`config.mk`:
```
export PLATFORM = sky130hd
export DESIGN_NAME = sdip_top
export DESIGN_NICKNAME = d
export VERILOG_FILES = /design/src/sdip_sync2.v /design/src/sdip_top.v
export VERILOG_INCLUDE_DIRS = /design/src
export SDC_FILE = /design/constraint.sdc
export NUM_CORES = 1
export LEC_CHECK = 0
export ABC_AREA = 1
export ABC_CLOCK_PERIOD_IN_PS = 3900
export BUFFER_PORTS_ARGS = -buffer_cell sky130_fd_sc_hd__buf_2
export CAP_MARGIN = 20
export CORE_ASPECT_RATIO = 0.7
export CORE_MARGIN = 4
export CORE_UTILIZATION = 48
export CTS_BUF_LIST = sky130_fd_sc_hd__clkbuf_2 sky130_fd_sc_hd__clkbuf_4 sky130_fd_sc_hd__clkbuf_8
export DETAILED_ROUTE_END_ITERATION = 10
export GPL_TIMING_DRIVEN = 0
export MAX_ROUTING_LAYER = met4
export PLACE_DENSITY = 0.67
export SYNTH_ARGS = -nofsm -noshare
export SYNTH_HDL_FRONTEND = slang
export SYNTH_SLANG_ARGS = --single-unit
```
`constraint.sdc`:
```
create_clock -name CLK_I -period 3.9 [get_ports CLK_I]
set_input_delay 0.585 -clock CLK_I [delete_from_list [all_inputs] [get_ports CLK_I]]
set_output_delay 0.585 -clock CLK_I [all_outputs]
set_load 0.03 [all_outputs]
```
`src/sdip_defs.vh`:
```
// Constants for the serial converter input port
`ifndef SDIP_DEFS_VH
`define SDIP_DEFS_VH
`define SDIP_FRAME_BITS 16
`define SDIP_CODE_BITS 8
`define SDIP_CNT_W 5
`define SDIP_LAST_COUNT 5'h0F
`define SDIP_MODE_MSB 15
`define SDIP_MODE_LSB 14
`define SDIP_DATA_MSB 13
`define SDIP_DATA_LSB 6
`define SDIP_MODE_NORMAL 2'h0
`define SDIP_CODE_RESET 8'h00
`define SDIP_MODE_RESET 2'h0
`endif

```
`src/sdip_sync2.v`:
```
// Two-stage synchroniser for one input level
`timescale 1ns/100ps
module sdip_sync2 #(
   parameter [0:0] RST_VAL = 1'h0
) (
   input wire CLK_I,
   input wire RSTN_I,
   input wire d_i,
   output wire q_o
);
   reg meta_reg;
   reg sync_reg;
   // Reset to the pin's idle level so no false edge follows reset
   always @(posedge CLK_I) begin
      if (!RSTN_I) begin
         meta_reg <= RST_VAL;
         sync_reg <= RST_VAL;
      end else begin
         meta_reg <= d_i;
         sync_reg <= meta_reg;
      end
   end
   assign q_o = sync_reg;
endmodule

```
`src/sdip_top.v`:
```
// Serial input port of an 8-bit voltage-output converter
`timescale 1ns/100ps
`include "sdip_defs.vh"
module sdip_top (
   input wire CLK_I,
   input wire RSTN_I,
   input wire SYNC_N_I,
   input wire SCLK_I,
   input wire DIN_I,
   output wire [7:0] ANALOG_OUTPUT_CODE_O,
   output wire [1:0] POWER_MODE_O,
   output wire OUTPUT_ENABLE_O,
   output wire UPDATE_O,
   output wire ABORT_O
);
   // Frame tracker states
   localparam ST_IDLE = 2'h0;
   localparam ST_SHIFT = 2'h1;
   localparam ST_DONE = 2'h2;

   // Synchronised pins and decoded events
   wire sync_n_s;
   wire sclk_s;
   wire din_s;
   wire sclk_fall;
   wire sync_fall;
   wire sync_rise;
   wire in_shift;
   wire cnt_zero;
   wire last_bit;
   wire frame_done;
   wire frame_cut;
   wire [15:0] word_shifted;
   wire [1:0] mode_field;
   wire [7:0] code_field;

   reg sclk_d_reg;
   reg sync_n_d_reg;

   // Frame state
   reg [1:0] state_reg;
   reg [1:0] state_next;
   reg [15:0] shift_reg;
   reg [15:0] shift_next;
   reg [4:0] count_reg;
   reg [4:0] count_next;

   // Converter state
   reg [7:0] code_reg;
   reg [7:0] code_next;
   reg [1:0] mode_reg;
   reg [1:0] mode_next;
   reg oe_reg;
   reg oe_next;

   reg update_reg;
   reg update_next;
   reg abort_reg;
   reg abort_next;

   // Reset values match the idle pin levels so no false edge follows reset
   sdip_sync2 #(
      .RST_VAL(1'h1)
   ) u_sync_sync (
      .CLK_I(CLK_I),
      .RSTN_I(RSTN_I),
      .d_i(SYNC_N_I),
      .q_o(sync_n_s)
   );

   sdip_sync2 #(
      .RST_VAL(1'h1)
   ) u_sclk_sync (
      .CLK_I(CLK_I),
      .RSTN_I(RSTN_I),
      .d_i(SCLK_I),
      .q_o(sclk_s)
   );

   sdip_sync2 #(
      .RST_VAL(1'h0)
   ) u_din_sync (
      .CLK_I(CLK_I),
      .RSTN_I(RSTN_I),
      .d_i(DIN_I),
      .q_o(din_s)
   );

   // Sampling limits the serial clock to about a sixth of the system clock,
   // far below the 30 MHz pin rating; hosts must slow the link to match
   assign sclk_fall = sclk_d_reg & ~sclk_s;
   assign sync_fall = sync_n_d_reg & ~sync_n_s;
   assign sync_rise = ~sync_n_d_reg & sync_n_s;
   assign word_shifted = {shift_reg[14:0], din_s};
   assign mode_field = word_shifted[`SDIP_MODE_MSB:`SDIP_MODE_LSB];
   assign code_field = word_shifted[`SDIP_DATA_MSB:`SDIP_DATA_LSB];
   assign in_shift = (state_reg == ST_SHIFT);
   assign cnt_zero = (count_reg == 5'h00);
   assign last_bit = (count_reg == `SDIP_LAST_COUNT);
   assign frame_done = in_shift & ~sync_rise & sclk_fall & last_bit;
   assign frame_cut = in_shift & sync_rise & ~cnt_zero;

   // Edge detectors on the synchronised pins
   always @(posedge CLK_I) begin
      if (!RSTN_I) begin
         sclk_d_reg <= 1'h1;
         sync_n_d_reg <= 1'h1;
      end else begin
         sclk_d_reg <= sclk_s;
         sync_n_d_reg <= sync_n_s;
      end
   end

   // Frame tracker: counts falling edges while the select is low
   always @* begin
      state_next = state_reg;
      shift_next = shift_reg;
      count_next = count_reg;
      case (state_reg)
         ST_IDLE: begin
            if (sync_fall) begin
               state_next = ST_SHIFT;
               count_next = 5'h00;
               // Edge seen together with the select fall counts as first bit
               if (sclk_fall) begin
                  shift_next = word_shifted;
                  count_next = 5'h01;
               end
            end
         end
         ST_SHIFT: begin
            if (sync_rise) begin
               // Partial frame dropped, converter keeps its value
               state_next = ST_IDLE;
               count_next = 5'h00;
            end else if (sclk_fall) begin
               shift_next = word_shifted;
               if (last_bit) begin
                  state_next = ST_DONE;
                  count_next = 5'h00;
               end else begin
                  count_next = count_reg + 5'h01;
               end
            end
         end
         ST_DONE: begin
            // Clocks after the 16th are ignored until the select rises
            if (sync_rise) begin
               state_next = ST_IDLE;
            end
         end
         default: begin
            state_next = ST_IDLE;
         end
      endcase
   end

   always @(posedge CLK_I) begin
      if (!RSTN_I) begin
         state_reg <= ST_IDLE;
         shift_reg <= 16'h0000;
         count_reg <= 5'h00;
      end else begin
         state_reg <= state_next;
         shift_reg <= shift_next;
         count_reg <= count_next;
      end
   end

   // Converter loads only on a complete frame
   always @* begin
      code_next = code_reg;
      mode_next = mode_reg;
      oe_next = oe_reg;
      update_next = 1'h0;
      abort_next = 1'h0;
      if (frame_done) begin
         code_next = code_field;
         mode_next = mode_field;
         oe_next = (mode_field == `SDIP_MODE_NORMAL);
         update_next = 1'h1;
      end
      if (frame_cut) begin
         abort_next = 1'h1;
      end
   end

   // Power-down outputs are registered with the code so they switch together
   always @(posedge CLK_I) begin
      if (!RSTN_I) begin
         code_reg <= `SDIP_CODE_RESET;
         mode_reg <= `SDIP_MODE_RESET;
         oe_reg <= 1'h1;
         update_reg <= 1'h0;
         abort_reg <= 1'h0;
      end else begin
         code_reg <= code_next;
         mode_reg <= mode_next;
         oe_reg <= oe_next;
         update_reg <= update_next;
         abort_reg <= abort_next;
      end
   end

   // Outputs straight from flops
   assign ANALOG_OUTPUT_CODE_O = code_reg;
   assign POWER_MODE_O = mode_reg;
   assign OUTPUT_ENABLE_O = oe_reg;
   assign UPDATE_O = update_reg;
   assign ABORT_O = abort_reg;
endmodule

```
==> impl_metrics.tcl, run 1 <==
set metrics [dict create \
    io_buffer_count 17 \
    detail-route-antenna-nets 0 \
    hold_viol 0 \
    io_pins 18 \
    fill_cells 329 \
    vias_per_cell 4.59 \
    grt_pass1_vias 1124 \
    row_count 17 \
    cts-resized-gates 0 \
    grt_overflow_total 0 \
    grtUsageMet1 0.189 \
    clk_path_buf_depth 2 \
    finalSetupViolCount 0 \
    totalWireLength_um 2890 \
    wl_per_cell_um 10.1 \
    relSlewSlack 0.692 \
    crit_arrival_ps 1680 \
    place.gp.congestion 0.849 \
    die_w_um 78.6 \
    cp-start-kind "flip-flop" \
    drc 0 \
    cp_top_family "simple AND/OR/NAND/NOR gates" \
    cts_max_level 2 \
    grt_use_met3 0.0473 \
    largest_register_ffs 15 \
    crit_slowest_cell "dfxtp_1" \
    die_h_um 57.4 \
    initial_core_util 0.515 \
    cp_num_buf_inv 1 \
    worstMarginPinSlew_ps 462 \
    cap_violations 0 \
    cts_tree "done" \
    grt_pass1_wl_um 4890 \
    worstPathCellList "ha_1 -> nand3_1 -> nor2_2 -> nand3_4 -> buf_6 -> o21ai_1 -> nor2_1" \
    grtUsageTotal 0.142 \
    outcome "finished, final reports clean" \
    rsz0062_at_grt "false" \
    place_area_um2 1820 \
    leakagePower_uw 0.000862 \
    yosysSeqAreaShare 0.514 \
    crit_path_end_kind "flip-flop" \
    cts-root-buf "clkbuf_8" \
    post-route-util 0.595 \
    fin_crit_sh 0.383 \
    clkTransAtPathRegs_ps 80 \
    synth_nets 221 \
    ctsHoldBuffers 0 \
    slew_violations 0 \
    critical_path.max_stage_delay_ps 400 \
    place_ws_ps 2390 \
    avgSynthCellArea_um2 7.83 \
    clk_latency_ps 280 \
    worst_slack_ps 2410 \
    synthesis.instances 214 \
    clock_skew_ps 5.66 \
    netlist_area_um2 1680 \
    hold_slack_ps 415 \
    crit_type "reg2reg" \
    fin_crit_ps 1490 \
    power.density_nw_per_um2 436 \
    cts_sinks 43 \
    n_antenna_cell 0 \
    core_um2 3250 \
    cp_max_fo 10 \
    num_vias 1313 \
    dieArea_um2 4510 \
    nets 245 \
    first_iter_violations 69 \
    grt_busiest_layer "met2" \
    antenna_found_initial 0 \
    synth_warnings 0 \
    cp_data_required_time_ps 4090 \
    yosys_register_bits 43 \
    gr-usage-met2 0.200 \
    dr.pass1.iters 4 \
    numCtsBuffers 5 \
    fmax_ghz 0.670 \
    tns_ps 0 \
    grt_max_degree 14 \
    place_hpwl_um 2070 \
    syn_to_final_growth_pct 15.6 \
    synth.distinct_cells 23 \
    hold_path_class "reg2reg" \
    layout-drive-gt1-share 0.197 \
    max-vdd-ir-drop_v 0.000289 \
    postLayoutCellArea_um2 1940 \
    post_cts_buffers 0 \
]
==> worst paths after layout <==
kind / cells past startpoint / end / startpoint / slack (ps)
worst max-delay path: 7 / ANALOG_OUTPUT_CODE_O[0] / count_reg[0] / 2410
worst min-delay path: 1 / u_sync_sync.q_o / u_sync_sync.meta_reg / 410
worst max register to register: 7 / ANALOG_OUTPUT_CODE_O[0] / count_reg[0] / 2410
worst min register to register: 1 / u_sync_sync.q_o / u_sync_sync.meta_reg / 410
==> Yosys cell counts (all sizes together) <==
| cell type | instances | area share |
|---|---|---|
| nor2 | 66 | 0.16 |
| dfxtp | 43 | 0.51 |
| o21ai | 27 | 0.081 |
| nand2 | 24 | 0.063 |
| inv | 20 | 0.048 |
| nand3 | 11 | 0.040 |
| or2 | 5 | 0.019 |
| a21oi | 4 | 0.012 |
| buf | 4 | 0.029 |
| clkbuf | 4 | 0.0090 |
| ha | 2 | 0.015 |
| nand4 | 2 | 0.0075 |
| nor4 | 1 | 0.0037 |
| o21bai | 1 | 0.0045 |
==> through the flow <==
step | power, uW | std cells
after global routing | 875 | 286
after detailed placement | 504 | 278
final | 845 | 286
after global placement | 504 | 278
after floorplan | 493 | 214
after CTS | 852 | 286
==> layout by cell type, fill, tap and decap left out, types with 3 or more instances in the layout <==
master,instances
buf_6,3
inv_2,4
nor2_1,63
nand3_1,10
or2_2,5
nand2_2,3
buf_2,17
o21ai_0,10
o21ai_1,17
clkbuf_8,6
a21oi_1,4
inv_1,15
clkbuf_1,4
dfxtp_1,43
nand2_1,20
==> layout make-up <==
| cell class | instances | area [um2] | area share |
|---|---|---|---|
| Inverter | 20 | 80.1 | 0.0413 |
| Buffer | 8 | 63.8 | 0.0329 |
| Clock buffer | 6 | 82.6 | 0.0426 |
| Clock inverter | 2 | 35.0 | 0.0181 |
| Multi-Input combinational cell | 143 | 671 | 0.346 |
| Timing Repair Buffer | 17 | 85.1 | 0.0439 |
| Sequential cell | 43 | 861 | 0.444 |
| Tap cell | 47 | 58.8 | 0.0304 |
==> routing by layer <==
metal	vias up	share of wire
met5	-	0
met3	2	0.057
met2	20	0.40
li1	720	-
met1	571	0.54
met4	0	0.0066
==> cell families (layout without fill, tap and decap cells) <==
group / count (synthesis) / count (layout) / share of synthesized area
AOI/OAI and AO/OA: 32 / 32 / 0.0971
DFF: 43 / 43 / 0.514
adders and majority gates: 2 / 2 / 0.0149
buffers and inverters: 28 / 53 / 0.0859
and+or+nand+nor: 109 / 109 / 0.288
==> power breakdown <==
group,total (uW),internal (uW),switching [uW]
sequential,450,446,3.67
clock,351,207,144
combinational,43.9,15.6,28.3
No activity file was read; power rests on OpenSTA's default activity.
==> run 2: changes to the inputs <==
Settings changed: ABC_AREA 1 to 0, ABC_CLOCK_PERIOD_IN_PS 3900 to 1250, PLACE_DENSITY 0.67 to 0.7.
Clock period 3.9 ns to 1.25 ns, I/O delays scaled along.
==> run 2 against run 1 <==
Effect of this change: the run now ends with negative setup slack left; utilization grew 9.2 points; cell area is 13% higher; count of clock-buffer cells in the layout unchanged; via count grew 1.3%; global-route usage grew 4.3 points; maximum frequency increased by 2.9%.
==> impl_metrics.tcl, run 2 <==
set metrics [dict create \
    n_antenna_cell 0 \
    synth_xor_area_frac 0 \
    hold_viol 0 \
    finalSetupViolCount 32 \
    r2r-start "count_reg[1]" \
    clkTransAtPathRegs_ps 80 \
    worstMarginPinSlew_ps 454 \
    synth_common_cells "dfxtp_1 (43), nand2_1 (22), mux2i_1 (16)" \
    cap_violations 0 \
    yosys_register_bits 43 \
    detail-route-antenna-nets 0 \
    violations "negative setup slack" \
    outcome "finished, violations left" \
    grt_max_degree 14 \
    ys.flop_type "dfxtp_1" \
    fin_crit_ps 1450 \
    cp-start-kind "flip-flop" \
    place_hpwl_um 2320 \
    cts_tree "done" \
    synth_edf_count 0 \
    yosysSeqAreaShare 0.530 \
    yosys.area.top_type_share 0.530 \
    avgSynthCellArea_um2 9.96 \
    tns_ps -3550 \
    crit_arrival_ps 1650 \
    reg2reg_setup_slack_ps -200 \
    totalWireLength_um 3790 \
    core_um2 3190 \
    synth_warnings 0 \
    synth.most_common_cell "dfxtp_1" \
    grt_pass1_wl_um 6130 \
    wl_per_cell_um 15.8 \
    antenna_found_initial 0 \
    post-route-util 0.687 \
    crit_type "reg2reg" \
    ctsHoldBuffers 0 \
    drc 0 \
    synth_largest_area_cell "dfxtp_1" \
    cp_max_fo 4 \
    synthesis.instances 163 \
    grtUsageTotal 0.185 \
    numCtsBuffers 5 \
    max-vdd-ir-drop_v 0.000766 \
    grt_overflow_total 0 \
    initial_core_util 0.509 \
    nets 208 \
    synth_fa_ha_area_frac 0.0154 \
    final_common_cell "dfxtp_1" \
    synth_area_leaders "dfxtp_1 (53%), mux2i_1 (9.9%), nand2_1 (5.1%)" \
    grt_pass1_vias 1321 \
    crit_slowest_cell "dfxtp_4" \
    worst_slack_ps -200 \
    clk_latency_ps 290 \
    rr_worst_depth 6 \
    first_iter_violations 89 \
    leakagePower_uw 0.000965 \
    layout_common_cells "dfxtp_1 (35), nand2_1 (21), buf_2 (18), mux2i_1 (16)" \
    cts_sinks 43 \
    layout-drive-gt1-share 0.386 \
    critical_path.max_stage_delay_ps 370 \
    synth_async_sr_flop_share 0 \
    synth_nets 170 \
    synth.distinct_cells 33 \
    vias_per_cell 5.54 \
    row_count 17 \
    synth_top_family_by_area "simple AND/OR/NAND/NOR gates" \
    clock_skew_ps 3.47 \
    hold_path_class "in2reg" \
    dr.pass1.iters 5 \
    num_vias 1330 \
    relSlewSlack 0.698 \
    muxShareOfSynthArea 0.0987 \
    worstPathCellList "ha_4 -> and4b_2 -> nand4_1 -> buf_6 -> buf_4 -> o311ai_1" \
    largest_register_ffs 15 \
    netlist_area_um2 1620 \
    rsz0062_at_grt "true" \
    cts-root-buf "clkbuf_8" \
    crit_path_end_kind "flip-flop" \
    timing.rr.end "OUTPUT_ENABLE_O" \
    cp_data_required_time_ps 1450 \
    clk_path_buf_depth 2 \
    syn_to_final_growth_pct 35.0 \
    yosys.area_share.simple 0.231 \
    power.density_nw_per_um2 1190 \
    io_buffer_count 16 \
    die_w_um 77.5 \
    fmax_ghz 0.690 \
    die_h_um 56.6 \
    synth-compound-area-share 0.0763 \
    io_pins 18 \
    min_path_cells 2 \
    fin_crit_sh 1.16 \
    dieArea_um2 4390 \
    slew_violations 0 \
    min_from "SYNC_N_I" \
    place.gp.congestion 0.837 \
    min_delay_worst_endpoint "u_sync_sync.meta_reg" \
    cts_max_level 2 \
]
==> run 2: worst max path at each step <==
stage / startpoint / end / slack (ps) / depth (start not counted)
2_1_floorplan: count_reg[1] / ANALOG_OUTPUT_CODE_O[0] / -60 / 6
3_3_place_gp: count_reg[1] / ANALOG_OUTPUT_CODE_O[4] / -240 / 5
3_5_place_dp: count_reg[1] / POWER_MODE_O[0] / -340 / 5
4_1_cts: count_reg[1] / ANALOG_OUTPUT_CODE_O[4] / -140 / 5
5_1_grt: count_reg[1] / OUTPUT_ENABLE_O / -250 / 7
6_report: count_reg[1] / OUTPUT_ENABLE_O / -200 / 6
==> run 2: layer usage <==
layer	track usage	vias to the layer above	routed length, um
li1	-	652	-
met1	0.225	637	1740
met2	0.296	35	1840
met3	0.0449	6	169
met4	0.0761	0	46
met5	-	-	0
==> run 2: cell type report <==
cell class,instances,area (um2)
flip-flops and latches,43,878
repair buffers,32,248
plain buffers,8,73.8
fillers,223,1000
well taps,38,47.5
inverters,3,11.3
clock buffers,6,82.6
clock inverters,2,35.0
multi-input cells,108,815
==> run 2: cell families (layout without fill, tap and decap cells) <==
kind of cell,after synthesis,after routing
multiplexers,16,16
adder cells (fa/ha/maj),2,2
buffers and inverters,12,51
AND/OR/NAND/NOR,69,69
flip-flops,43,43
AO/OA/AOI/OAI,21,21
==> run 2: stage by stage <==
stage / power (uW) / worst slack (ps) / instance area [um2] / hold slack, ps / instances
6_report: 2620 / -200 / 2190 / 72.4 / 240
5_1_grt: 2700 / -248 / 2190 / 72.4 / 240
4_1_cts: 2620 / -138 / 2100 / 67.0 / 238
3_5_place_dp: 1510 / -342 / 1800 / 377 / 217
3_3_place_gp: 1510 / -240 / 1800 / 368 / 217
2_1_floorplan: 1490 / -62.5 / 1670 / 289 / 163
==> run 2: timing repair <==
| item | CTS | global route |
|---|---|---|
| gates resized for setup | 19 | 29 |
| endpoints found under the setup margin | 27 | 34 |
| endpoints found under the hold margin | 0 | 0 |
| setup buffers | 12 | 2 |
| cloned | 1 | 1 |
| pin swaps | 10 | 8 |
==> run 2: power by group <==
group          switching (uW)  internal, uW
Clock                     456           646
Sequential               11.7          1380
Combinational            66.5          59.3
Total                     534          2080
==> run 2: critical path: cells and delay by family, from the launching register on <==
kind            cells  cell delay [ps]
compound gates      1              210
buf+inv             2              290
simple gates        2              360
fa+ha+maj           1              130
flops               1              370
==> run 3: changes to the inputs <==
--- a/config.mk
+++ b/config.mk
@@ -18,3 +18,2 @@
 export GPL_TIMING_DRIVEN = 0
-export MAX_ROUTING_LAYER = met4
 export PLACE_DENSITY = 0.7
--- a/constraint.sdc
+++ b/constraint.sdc
@@ -3,2 +3,2 @@
 set_output_delay 0.1875 -clock CLK_I [all_outputs]
-set_load 0.03 [all_outputs]
+set_load 0.02 [all_outputs]
==> run 3 against run 2 <==
Effect of this change: the run still ends with negative setup slack left; largest power group unchanged; largest cell class unchanged; maximum frequency fell by 0.38%; power decreased by 0.12%; highest routed layer unchanged; register-to-register slack hardly changed; wire length up 0.16%; cell area is the same; clock power is essentially flat; sequential share of layout area did not move; critical path depth is the same; combinational power about the same; non-clock buffer count is the same; first-iteration DRC count increased by 21%; clock skew up 0.86 ps.
==> impl_metrics.tcl, run 3 (same netlist as run 2, synthesis figures left out) <==
set metrics [dict create \
    outcome "finished, violations left" \
    violations "negative setup slack" \
    slew_violations 0 \
    clkTransAtPathRegs_ps 80 \
    clock_skew_ps 4.33 \
    numCtsBuffers 5 \
    cp-start-kind "flip-flop" \
    grt_pass1_vias 1315 \
    die_h_um 56.6 \
    cp_data_required_time_ps 1440 \
    cts_tree "done" \
    core_um2 3190 \
    first_iter_violations 108 \
    vias_per_cell 5.50 \
    antenna_found_initial 0 \
    layout_common_cells "dfxtp_1 (35), nand2_1 (21), buf_2 (18), mux2i_1 (16)" \
    grtUsageMet1 0.228 \
    row_count 17 \
    totalWireLength_um 3800 \
    cp_max_fo 4 \
    tns_ps -3500 \
    crit_type "reg2reg" \
    reg2reg_setup_slack_ps -210 \
    rsz0062_at_grt "true" \
    fin_crit_ps 1460 \
    place_ws_ps -342 \
    critical_path.max_stage_delay_ps 370 \
    fin_crit_sh 1.16 \
    dr.pass1.iters 4 \
    grt_max_degree 14 \
    cts-root-buf "clkbuf_8" \
    clk_latency_ps 290 \
    clk_path_buf_depth 2 \
    hold_viol 0 \
    n_antenna_cell 0 \
    worstPathCellList "ha_4 -> and4b_2 -> nand4_1 -> buf_6 -> buf_4 -> o311ai_1" \
    largest_register_ffs 15 \
    detail-route-antenna-nets 0 \
    cp_num_buf_inv 2 \
    dieArea_um2 4390 \
    max-vdd-ir-drop_v 0.000750 \
    layout-drive-gt1-share 0.386 \
    crit_arrival_ps 1650 \
    nets 208 \
    crit_slowest_cell "dfxtp_4" \
    grtUsageTotal 0.180 \
    die_w_um 77.5 \
    worst_slack_ps -206 \
    grt_busiest_layer "met2" \
    grt_use_met3 0.0449 \
    power.density_nw_per_um2 1190 \
    final_common_cell "dfxtp_1" \
    io_pins 18 \
    grt_overflow_total 0 \
    grt_pass1_wl_um 6150 \
    postLayoutCellArea_um2 2190 \
    worstMarginPinSlew_ps 451 \
    finalSetupViolCount 32 \
    fmax_ghz 0.687 \
    num_vias 1319 \
    cts_max_level 2 \
    drc 0 \
    cap_violations 0 \
    relSlewSlack 0.699 \
    gr-usage-met2 0.294 \
    place.gp.congestion 0.825 \
    place_hpwl_um 2320 \
    syn_to_final_growth_pct 35.0 \
    io_buffer_count 16 \
    hold_path_class "in2reg" \
    crit_path_end_kind "flip-flop" \
    cts_sinks 43 \
    cp_top_family "flip-flops" \
    leakagePower_uw 0.000965 \
    initial_core_util 0.509 \
    wl_per_cell_um 15.8 \
    ctsHoldBuffers 0 \
    place_area_um2 1800 \
]
-- run 3: repair_timing --
action / CTS / global route
gates resized for setup: 19 / 29
gates cloned: 1 / 1
pin swaps: 10 / 8
buffers inserted: 12 / 2
endpoints found under the setup margin: 27 / 34
endpoints found under the hold margin: 0 / 0
-- run 3: cell type report --
class                      instances  area, um2
timing repair buffer              32        248
inverter                           3       11.3
sequential                        43        878
clock buffer                       6       82.6
fill                             223       1000
multi-input combinational        108        815
tap                               38       47.5
clock inverter                     2       35.0
buffer                             8       73.8
-- run 3: path summary, 6_finish.rpt --
check | from | cells after the start | endpoint
min reg2reg | u_sclk_sync.meta_reg | 1 | u_sclk_sync.q_o
max | count_reg[1] | 6 | OUTPUT_ENABLE_O
max reg2reg | count_reg[1] | 6 | OUTPUT_ENABLE_O
min | SYNC_N_I | 2 | u_sync_sync.meta_reg
-- run 3: metrics by stage --
stage	hold slack (ps)	util	cells	total power (uW)
floorplan	289	-	163	1490
global placement	368	0.564	217	1510
detailed placement	377	0.564	217	1510
CTS	67.0	0.658	238	2620
global route	72.4	0.687	240	2700
finish	77.0	0.687	240	2610
-- run 3: routing by layer --
metal,vias to the layer above,wire (um)
met5,-,0
met4,0,48
met3,6,169
met2,33,1810
met1,633,1770
li1,647,-
-- run 3: where the power goes --
part	switching, uW	internal [uW]	leakage [uW]	total, uW
clock	453	646	0.0000612	1100
sequential	11.8	1380	0.000349	1390
combinational	66.4	59.3	0.000554	126
total	531	2080	0.000965	2610
